==> src/app_pkg.sv <==
package app_pkg;
   localparam logic [7:0] ADDR_CFG = 8'h00;
   localparam logic [7:0] ADDR_PORT0 = 8'h04;
   localparam logic [7:0] ADDR_PORT1 = 8'h08;
   localparam logic [7:0] ADDR_PORT2 = 8'h0C;
   localparam logic [7:0] ADDR_IRQ_STAT = 8'h10;
   localparam logic [7:0] ADDR_IRQ_MASK = 8'h14;
   localparam logic [7:0] PORT_STRIDE = 8'h04;

   localparam int CFG_OV_BIT = 2;
   localparam int CFG_LF_BIT = 3;
   localparam int CFG_OV_POL = 4;
   localparam int CFG_LF_POL = 5;
   localparam int CFG_ENABLE = 7;

   localparam logic [1:0] WIDTH_8 = 2'h0;
   localparam logic [1:0] WIDTH_16 = 2'h1;
   localparam logic [1:0] WIDTH_RESET = 2'h0;

   localparam int IRQ_RD_DONE = 0;
   localparam int IRQ_WR_DONE = 1;
   localparam logic [1:0] IRQ_RESET = 2'h0;

   localparam int DATA_W = 24;
   localparam logic [DATA_W-1:0] DATA_RESET = 24'h000000;
   localparam logic [2:0] LANES_8 = 3'h1;
   localparam logic [2:0] LANES_16 = 3'h3;
   localparam logic [2:0] LANES_24 = 3'h7;

   typedef struct packed {
      logic write_strobe_n;
      logic out_enable_n;
      logic chip_select_n;
   } hs_in_t;

   typedef struct packed {
      logic [1:0] width;
      logic out_valid_polarity;
      logic latch_free_polarity;
      logic enable;
   } cfg_t;

   localparam cfg_t CFG_RESET = '{WIDTH_RESET, 1'b0, 1'b0, 1'b0};
   localparam hs_in_t HS_IDLE = '{1'b1, 1'b1, 1'b1};
endpackage : app_pkg

==> src/assisted_parallel_port.sv <==
// Summary of operation
// - Transfers are 8, 16 or 24 bits, chosen by config bits 1:0.
// - When enabled, handshake outputs drive push-pull; inputs are plain.
// - Latch-free pin tells the host more input data is accepted.
// - Output-valid pin tells the host outbound data is ready.
// - Active strobe latches the incoming pin data.
// - Active output enable drives latched data onto the pins.
// - Strobe and output enable count only while chip select is low.
// - Writing port 0 sets output-valid; it clears on output enable.
// - Reading port 0 sets latch-free; it clears on strobe.
// - Config bit 4 sets output-valid polarity; pin is opposite of bit.
// - Config bit 5 sets latch-free polarity; pin is opposite of bit.
// - Only a port 0 write raises output-valid in wide transfers.
// - Output enable with chip select low presents outbound data.
// - Output enable going inactive raises the read-done interrupt.
// - Strobe with chip select fills input latches, clears latch-free.
// - Strobe going inactive raises the write-done interrupt.
// - Reading port 0 reasserts latch-free status and pin.
//
// The APB slave port and the address map were chosen for this implementation.
`timescale 1ns/100ps
`default_nettype none
module assisted_parallel_port (
   input wire logic sys_clk_i,
   input wire logic resetn_i,
   input wire logic psel_i,
   input wire logic penable_i,
   input wire logic pwrite_i,
   input wire logic [7:0] paddr_i,
   input wire logic [31:0] pwdata_i,
   output logic [31:0] prdata_o,
   output logic pready_o,
   output logic pslverr_o,
   input wire app_pkg::hs_in_t hs_i,
   input wire logic [app_pkg::DATA_W-1:0] data_i,
   output logic [app_pkg::DATA_W-1:0] data_o,
   output logic [app_pkg::DATA_W-1:0] data_oe_o,
   output logic latch_free_pin_o,
   output logic out_valid_pin_o,
   output logic [1:0] hs_oe_o,
   output logic irq_o
);
   import app_pkg::*;

   function automatic logic [2:0] lane_en(input logic [1:0] w);
      if (w == WIDTH_8) begin
         lane_en = LANES_8;
      end else if (w == WIDTH_16) begin
         lane_en = LANES_16;
      end else begin
         lane_en = LANES_24;
      end
   endfunction : lane_en

   function automatic logic addr_ok(input logic [7:0] a);
      if (a == ADDR_CFG || a == ADDR_PORT0 || a == ADDR_PORT1) begin
         addr_ok = 1'b1;
      end else if (a == ADDR_PORT2 || a == ADDR_IRQ_STAT) begin
         addr_ok = 1'b1;
      end else if (a == ADDR_IRQ_MASK) begin
         addr_ok = 1'b1;
      end else begin
         addr_ok = 1'b0;
      end
   endfunction : addr_ok

   hs_in_t hs_s1_q;
   hs_in_t hs_s2_q;
   logic [DATA_W-1:0] dat_s1_q;
   logic [DATA_W-1:0] dat_s2_q;
   cfg_t cfg_q;
   logic [DATA_W-1:0] out_lat_q;
   logic [DATA_W-1:0] in_lat_q;
   logic ov_q;
   logic lf_q;
   logic stb_act_q;
   logic oe_act_q;
   logic [1:0] irq_stat_q;
   logic [1:0] irq_mask_q;
   logic pready_q;
   logic pslverr_q;
   logic [31:0] prdata_q;
   logic [DATA_W-1:0] data_q;
   logic [DATA_W-1:0] data_oe_q;
   logic lf_pin_q;
   logic ov_pin_q;
   logic [1:0] hs_oe_q;
   logic irq_q;

   logic stb_act;
   logic oe_act;
   logic stb_end;
   logic oe_end;
   logic apb_acc;
   logic wr_en;
   logic rd_en;
   logic wr_port0;
   logic rd_port0;
   logic ov_bit;
   logic lf_bit;
   logic [2:0] lanes;
   logic [31:0] rd_mux;
   logic [1:0] irq_set;

   // Pin synchronisers
   always_ff @(posedge sys_clk_i) begin
      if (!resetn_i) begin
         hs_s1_q <= HS_IDLE;
         hs_s2_q <= HS_IDLE;
         dat_s1_q <= DATA_RESET;
         dat_s2_q <= DATA_RESET;
      end else begin
         hs_s1_q <= hs_i;
         hs_s2_q <= hs_s1_q;
         dat_s1_q <= data_i;
         dat_s2_q <= dat_s1_q;
      end
   end

   // Chip select gates strobe and output enable
   assign stb_act = cfg_q.enable & ~hs_s2_q.write_strobe_n
                    & ~hs_s2_q.chip_select_n;
   assign oe_act = cfg_q.enable & ~hs_s2_q.out_enable_n
                   & ~hs_s2_q.chip_select_n;
   assign stb_end = stb_act_q & ~stb_act;
   assign oe_end = oe_act_q & ~oe_act;

   always_ff @(posedge sys_clk_i) begin
      if (!resetn_i) begin
         stb_act_q <= 1'b0;
         oe_act_q <= 1'b0;
      end else begin
         stb_act_q <= stb_act;
         oe_act_q <= oe_act;
      end
   end

   // APB decode; effects at the completing edge
   assign apb_acc = psel_i & penable_i & pready_q;
   assign wr_en = apb_acc & pwrite_i;
   assign rd_en = apb_acc & ~pwrite_i;
   assign wr_port0 = wr_en & (paddr_i == ADDR_PORT0);
   assign rd_port0 = rd_en & (paddr_i == ADDR_PORT0);

   assign ov_bit = ~(ov_q ^ cfg_q.out_valid_polarity);
   assign lf_bit = ~(lf_q ^ cfg_q.latch_free_polarity);
   assign lanes = lane_en(cfg_q.width);

   always_comb begin
      rd_mux = 32'h00000000;
      if (paddr_i == ADDR_CFG) begin
         rd_mux[1:0] = cfg_q.width;
         rd_mux[CFG_OV_BIT] = ov_bit;
         rd_mux[CFG_LF_BIT] = lf_bit;
         rd_mux[CFG_OV_POL] = cfg_q.out_valid_polarity;
         rd_mux[CFG_LF_POL] = cfg_q.latch_free_polarity;
         rd_mux[CFG_ENABLE] = cfg_q.enable;
      end else if (paddr_i == ADDR_PORT0) begin
         rd_mux[7:0] = in_lat_q[7:0];
      end else if (paddr_i == ADDR_PORT1) begin
         rd_mux[7:0] = in_lat_q[15:8];
      end else if (paddr_i == ADDR_PORT2) begin
         rd_mux[7:0] = in_lat_q[23:16];
      end else if (paddr_i == ADDR_IRQ_STAT) begin
         rd_mux[1:0] = irq_stat_q;
      end else if (paddr_i == ADDR_IRQ_MASK) begin
         rd_mux[1:0] = irq_mask_q;
      end
   end

   // One wait state; data and error registered with ready
   always_ff @(posedge sys_clk_i) begin
      if (!resetn_i) begin
         pready_q <= 1'b0;
         pslverr_q <= 1'b0;
         prdata_q <= 32'h00000000;
      end else begin
         pready_q <= psel_i & penable_i & ~pready_q;
         if (psel_i & penable_i & ~pready_q) begin
            pslverr_q <= ~addr_ok(paddr_i);
            prdata_q <= pwrite_i ? 32'h00000000 : rd_mux;
         end else begin
            pslverr_q <= 1'b0;
         end
      end
   end

   // Configuration
   always_ff @(posedge sys_clk_i) begin
      if (!resetn_i) begin
         cfg_q <= CFG_RESET;
      end else if (wr_en && paddr_i == ADDR_CFG) begin
         cfg_q.width <= pwdata_i[1:0];
         cfg_q.out_valid_polarity <= pwdata_i[CFG_OV_POL];
         cfg_q.latch_free_polarity <= pwdata_i[CFG_LF_POL];
         cfg_q.enable <= pwdata_i[CFG_ENABLE];
      end
   end

   // Outbound latches, one byte per port
   genvar gi;
   generate
      for (gi = 0; gi < 3; gi++) begin : g_out
         localparam logic [7:0] PADDR = 8'(ADDR_PORT0 + PORT_STRIDE * gi);
         always_ff @(posedge sys_clk_i) begin
            if (!resetn_i) begin
               out_lat_q[8*gi +: 8] <= 8'h00;
            end else if (wr_en && paddr_i == PADDR) begin
               out_lat_q[8*gi +: 8] <= pwdata_i[7:0];
            end
         end
      end
   endgenerate

   // Inbound latches follow the pins while strobe is active
   always_ff @(posedge sys_clk_i) begin
      if (!resetn_i) begin
         in_lat_q <= DATA_RESET;
      end else if (stb_act) begin
         in_lat_q <= dat_s2_q;
      end
   end

   // Output-valid: port 0 write sets, set wins over clear
   always_ff @(posedge sys_clk_i) begin
      if (!resetn_i) begin
         ov_q <= 1'b0;
      end else if (wr_port0) begin
         ov_q <= 1'b1;
      end else if (oe_act) begin
         ov_q <= 1'b0;
      end
   end

   // Latch-free: port 0 read sets, set wins over clear
   always_ff @(posedge sys_clk_i) begin
      if (!resetn_i) begin
         lf_q <= 1'b1;
      end else if (rd_port0) begin
         lf_q <= 1'b1;
      end else if (stb_act) begin
         lf_q <= 1'b0;
      end
   end

   // Interrupt status, write one to clear, set wins
   always_comb begin
      irq_set = 2'h0;
      irq_set[IRQ_RD_DONE] = oe_end;
      irq_set[IRQ_WR_DONE] = stb_end;
   end

   always_ff @(posedge sys_clk_i) begin
      if (!resetn_i) begin
         irq_stat_q <= IRQ_RESET;
      end else if (wr_en && paddr_i == ADDR_IRQ_STAT) begin
         irq_stat_q <= irq_set | (irq_stat_q & ~pwdata_i[1:0]);
      end else begin
         irq_stat_q <= irq_set | irq_stat_q;
      end
   end

   always_ff @(posedge sys_clk_i) begin
      if (!resetn_i) begin
         irq_mask_q <= IRQ_RESET;
      end else if (wr_en && paddr_i == ADDR_IRQ_MASK) begin
         irq_mask_q <= pwdata_i[1:0];
      end
   end

   always_ff @(posedge sys_clk_i) begin
      if (!resetn_i) begin
         irq_q <= 1'b0;
      end else begin
         irq_q <= |(irq_stat_q & irq_mask_q);
      end
   end

   // Pin drivers
   always_ff @(posedge sys_clk_i) begin
      if (!resetn_i) begin
         data_q <= DATA_RESET;
         data_oe_q <= DATA_RESET;
      end else begin
         data_q <= out_lat_q;
         data_oe_q <= oe_act ? {{8{lanes[2]}}, {8{lanes[1]}},
                                {8{lanes[0]}}} : DATA_RESET;
      end
   end

   always_ff @(posedge sys_clk_i) begin
      if (!resetn_i) begin
         lf_pin_q <= 1'b0;
         ov_pin_q <= 1'b0;
         hs_oe_q <= 2'h0;
      end else begin
         lf_pin_q <= ~lf_bit;
         ov_pin_q <= ~ov_bit;
         hs_oe_q <= {2{cfg_q.enable}};
      end
   end

   assign prdata_o = prdata_q;
   assign pready_o = pready_q;
   assign pslverr_o = pslverr_q;
   assign data_o = data_q;
   assign data_oe_o = data_oe_q;
   assign latch_free_pin_o = lf_pin_q;
   assign out_valid_pin_o = ov_pin_q;
   assign hs_oe_o = hs_oe_q;
   assign irq_o = irq_q;
endmodule : assisted_parallel_port
`default_nettype wire

==> config.mk <==
export PLATFORM = sky130hd
export DESIGN_NAME = assisted_parallel_port
export DESIGN_NICKNAME = d
export VERILOG_FILES = /design/src/app_pkg.sv /design/src/assisted_parallel_port.sv
export SDC_FILE = /design/constraint.sdc
export NUM_CORES = 1
export LEC_CHECK = 0
export BUFFER_PORTS_ARGS = -buffer_cell sky130_fd_sc_hd__buf_2
export CAP_MARGIN = 20
export CORE_MARGIN = 1.5
export CORE_UTILIZATION = 46
export DETAILED_ROUTE_END_ITERATION = 6
export HOLD_SLACK_MARGIN = 0.08
export PLACE_DENSITY = 0.81
export SYNTH_ARGS = -nofsm -noshare
export SYNTH_HDL_FRONTEND = slang
export SYNTH_SLANG_ARGS = --single-unit
==> constraint.sdc <==
create_clock -name sys_clk_i -period 1.38 [get_ports sys_clk_i]
set_input_delay 0 -clock sys_clk_i [delete_from_list [all_inputs] [get_ports sys_clk_i]]
set_output_delay 0 -clock sys_clk_i [all_outputs]
set_load 0.02 [all_outputs]
Yosys cells after proc, flatten, opt, wreduce, memory -nomap -nowiden
Cells that the tools add are included.

operators by class
  eq/ne operators = 6
  bitwise logic cells = 31
  reductions and logical operators = 16
  multiplexer cells = 20

operators by type and width
  kind                  count
  $mux W8               3
  $eq A8 B4 Y1 const B  2
  $eq A8 B5 Y1 const B  2
  $and A1 B1 Y1         13
  $mux W6               2
  $not A1 Y1            11
  $mux W1               9
  $eq A8 B3 Y1 const B  1
  $logic_not A8 Y1      1
  $mux W2               4
  $logic_and A1 B1 Y1   6
  $mux W3               2
  $and A2 B2 Y2         2
  $or A2 B2 Y2          2
  $reduce_and A2 Y1     2
  $reduce_or A2 Y1      2
  $logic_or A1 B1 Y1    3
  $eq A2 B1 Y1 const B  1
  $logic_not A2 Y1      1
  $not A2 Y2            1
  $reduce_bool A2 Y1    1
  $xor A1 B1 Y1         2

word-level totals
  output and inout bits = 87
  bits of input ports = 72
  word-level logic and storage cells = 104
  register bits after elaboration = 194

Logic depth before layout (Yosys ltp)
  depth after elaboration = 8
  gate-level depth with buffers = 6
  mapped depth without buffers = 4

Worst setup path after synthesis
OpenSTA, ideal clock, no wires.

  kind = reg2reg
  from = register pready_q, in the netlist pready_o
  to = register irq_mask_q[0]
  data required time = 1.308 ns
  setup slack = -0.153 ns
  buffers on the path = 1
  arrival time = 1.461 ns
  cell stages (with the launch flop) = 6
  setup time = 0.072 ns
  period minus slack after synthesis = 1.533 ns
  cells stage by stage = dfxtp_1 and4_1 clkbuf_1 and3_4 and3_1 mux2i_1

on the way
  longest elaborated chain between the ends = 3

ends and longest elaborated chain
  what                      RTL line                       RTL
  start: declaration        assisted_parallel_port.sv:80   logic pready_q;
  start signal: assignment  assisted_parallel_port.sv:178  pready_q <= psel_i & penable_i & ~pready_q;
  $and A1 B1 Y1             assisted_parallel_port.sv:139  assign apb_acc = psel_i & penable_i & pready_q;
  $and A1 B1 Y1             assisted_parallel_port.sv:140  assign wr_en = apb_acc & pwrite_i;
  $logic_and A1 B1 Y1       assisted_parallel_port.sv:266  end else if (wr_en && paddr_i == ADDR_IRQ_MASK) begin
  end signal: assignment    assisted_parallel_port.sv:267  irq_mask_q <= pwdata_i[1:0];
  end: declaration          assisted_parallel_port.sv:79   logic [1:0] irq_mask_q;

No other way between the ends.
A chain may end at the register's enable or synchronous reset.

Final worst setup path
  from = input paddr_i[4]
  to = register out_lat_q[0]

on the way
  longest elaborated chain between the ends = 2

ends and longest elaborated chain
  what                            RTL line                       RTL
  start: declaration              assisted_parallel_port.sv:29   input wire logic [7:0] paddr_i,
  $eq A8 B3 Y1                    assisted_parallel_port.sv:208  end else if (wr_en && paddr_i == PADDR) begin
  $logic_and A1 B1 Y1             assisted_parallel_port.sv:208
  end signal: indexed assignment  assisted_parallel_port.sv:209  out_lat_q[8*gi +: 8] <= pwdata_i[7:0];
  end: declaration                assisted_parallel_port.sv:72   logic [DATA_W-1:0] out_lat_q;

No other way between the ends.

==> key figures <==
Power
  – Seq pwr share: 46.7%
  – Logic pwr share: under 10%
  – Internal power: 0.00767 W
  – Sw Share: 22.2%
  – Max VDD drop: 0.00100 V
  – Sw power: 0.00219 W
  – Clk pwr share: 48.4%
  – Lkg Pwr: 3.08 nW
  – PwrDens: 1400 nW/um2

Placement
  – Post-DP HPWL: 7710 um
  – PortBufs: 110
  – Post-placement cell area: 5960 um2
  – Cell Count Post-Placement: a little under 800
  – RePlAce Congestion: 0.852

Job
  – MaxCap Viol Count: 0

Final layout
  – Final instance area: between 7000 and 8000 um2
  – Layout area overhead: 28.9%
  – Final Non-Filler Cells: 860
  – Post-layout util: 61.3%
  – Layout cells sized above 1: between 20 and 30%
  – Nets@finish: ~780

Timing
  – Slew headroom: 62.3%
  – Final setup TNS: 0 ps
  – Hold Fails Final Rpt: 0
  – Max Clock Skew: 5.84 ps
  – Final hold slack: 125 ps
  – Fin crit share: slightly below 100%
  – Crit path time final: 1370 ps
  – Slew of the pin with the lowest slew margin: 561 ps
  – Max Slew Vio Count: 0
  – Setup violators final: 0
  – Max Fclk: 0.729 GHz

Global route
  – Gr busiest metal: met2
  – Initial antenna violation count: 1
  – GRT Overall Usage: 19.6%
  – Vias in the first global route: 4088
  – Met1 Track Usage GR: 21.9%
  – M3 GR Usage: 5.39%
  – Largest net degree at the start of global routing: 44
  – First-pass GRT wire length: 19200 um
  – Gr ovfl total: 0
  – GRT met2 Usage: 34.0%

Clock tree
  – Clock Latency Late Sink: 420 ps
  – Clk root buf: clkbuf_16
  – Max Buffers Root-to-Sink: 2
  – # H-tree levels: 4
  – CTS Buf Count: 17
  – CTS Sinks: 156
  – Reg clk slew, reported paths: 60 ps
  – CTS tree: yes

Outcome
  – Status: finished clean

Logic synthesis
  – Cells after synthesis: 565
  – Register area share after synthesis: 57.3%
  – Main flop type after synthesis: dfxtp_1
  – EDFF count, synth: 0
  – Synth cell types: 44
  – Mapped Area: ~5500 um2
  – Syn avg cell area: 9.65 um2
  – Yosys reg bits: 156
  – Syn. warnings: 0
  – Post-synth ARST share: 0%

Drt
  – Vias/cell: approximately 5
  – Drt wl/cell: between 10 and 15 um
  – Total Wirelength: between 10000 and 15000 um
  – Vias: between 4000 and 5000
  – DRC viols: 0
  – Post-DRT Antenna Nets: 0
  – Pre-antenna DRT Iters: 7
  – Initial DRC Count: 281

Worst hold path
  – Hold/Removal Path Class: in2reg

Floorplan
  – Die ar.: 12500 um2
  – Number of placed I/O pins: around 160
  – DIE HEIGHT: 112 um
  – Die Width: 112 um
  – Core region area: approximately 11000 um2
  – Row Count: 39
  – Initial core utilization: 47.5%

Critical path
  – Crit start category: primary input
  – WS Path Type: in2reg
  – CP Capture Type: register
  – Worst Path Required: roughly 1700 ps
  – Worst-path fanout max: 13
  – Worst EP arrival: 1670 ps
## metrics by stage
stage	worst slack (ps)	total power, W
6_report	8.20	0.00986
4_1_cts	0.468	0.00988
3_3_place_gp	10.6	0.00507
5_1_grt	-25.9	0.0102
3_5_place_dp	-26.7	0.00508
2_1_floorplan	-4.63	0.00499
## timing repair
action                                  in CTS  in global routing
endpoints found under the setup margin      28                 40
pin swaps                                    0                  1
setup buffers                                1                  1
resized for setup                            2                 10
hold buffers                                41                  0
hold endpoints to repair                    70                  0
## layout by cell type, fill, tap and decap left out, types with 3 or more instances in the layout
cell type and n:
a21oi_1 31, and2_1 78, buf_2 110, buf_4 18, bufinv_16 3, clkbuf_16 17
clkinvlp_4 3, conb_1 24, dfxtp_1 155, dlygate4sd3_1 41, inv_1 3, inv_6 3
mux2i_1 9, nand2_1 104, nand2b_1 9, nand3_1 6, nor2_1 7, nor2b_1 3
nor3b_2 3, o21ai_0 16, o21ai_1 25, o221ai_1 3
## sequential cells by signal, indices dropped and copies added (netlist names)
signal	flops
cfg_q	5
dat_s1_q	24
dat_s2_q	24
data_o	24
data_oe_o	3
hs_oe_o	1
hs_s1_q	3
hs_s2_q	3
in_lat_q	24
irq_mask_q	2
irq_o	1
irq_stat_q	2
latch_free_pin_o	1
lf_q	1
oe_act_q	1
out_lat_q	24
out_valid_pin_o	1
ov_q	1
prdata_o	8
pready_o	1
pslverr_o	1
stb_act_q	1
## per-layer routing
layer  part of all wire, %  up-vias  wire, um
li1                      -     2056         -
met1                    39     1954      4830
met2                    51      208      6230
met3                   6.8       38       835
met4                   3.5        0       428
met5                     0        -         0
## cell usage after synthesis, drive strengths merged, types with 3 or more instances
cell type	number	area share (%)
a21oi	31	2.8
and2	78	9.0
buf	55	7.1
clkbuf	19	1.3
dfxtp	156	57
inv	3	0.21
mux2i	9	1.7
nand2	105	7.3
nand2b	9	1.0
nand3	7	0.73
nand4	4	0.69
nor2	8	0.55
nor2b	3	0.34
nor3b	5	0.69
o21ai	42	3.9
o221ai	3	0.48
## layout make-up
type	count	area (um2)
Fill cell	886	4440
Sequential cell	156	3120
Multi-Input combinational cell	354	1970
Timing Repair Buffer	171	1130
Clock buffer	17	425
Clock inverter	14	184
Tap cell	143	179
Inverter	4	15.0
Antenna cell	1	2.50
## power groups by stage
stage          Combinational, W  Sequential [W]  Clock, W
2_1_floorplan          0.000287         0.00470         0
3_3_place_gp           0.000369         0.00470         0
3_5_place_dp           0.000379         0.00470         0
4_1_cts                0.000472         0.00460   0.00481
5_1_grt                0.000521         0.00460   0.00504
6_report               0.000484         0.00460   0.00477
## critical path, stage by stage
cell and delay (ps):
buf_2 110, dlygate4sd3_1 580, buf_4 200, nor3b_2 240, nand4_1 150, buf_4 210, nand2_1 90, o21ai_1 80
## path summary, 6_finish.rpt
kind	depth (start not counted)	slack [ps]	startpoint	end
setup / recovery	8	8	paddr_i[4]	out_lat_q[0]
hold / removal	4	130	paddr_i[3]	out_lat_q[16]
setup reg to reg	4	20	pready_o	irq_stat_q[1]
hold reg to reg	1	400	hs_s1_q[1]	hs_s2_q[1]
## kinds of logic (layout without fill, tap and decap cells)
family,Yosys count,in the layout,share of synthesized area (%)
xor gates and xnor gates,2,2,0.321
and+or+nand+nor,232,232,23.0
muxes,10,10,1.86
other,1,25,0.0688
DFF,156,156,57.3
buffers and inverters,78,206,8.72
AOI/OAI and AO/OA,86,86,8.72
Note: power is estimated with default switching activity, not from simulation.
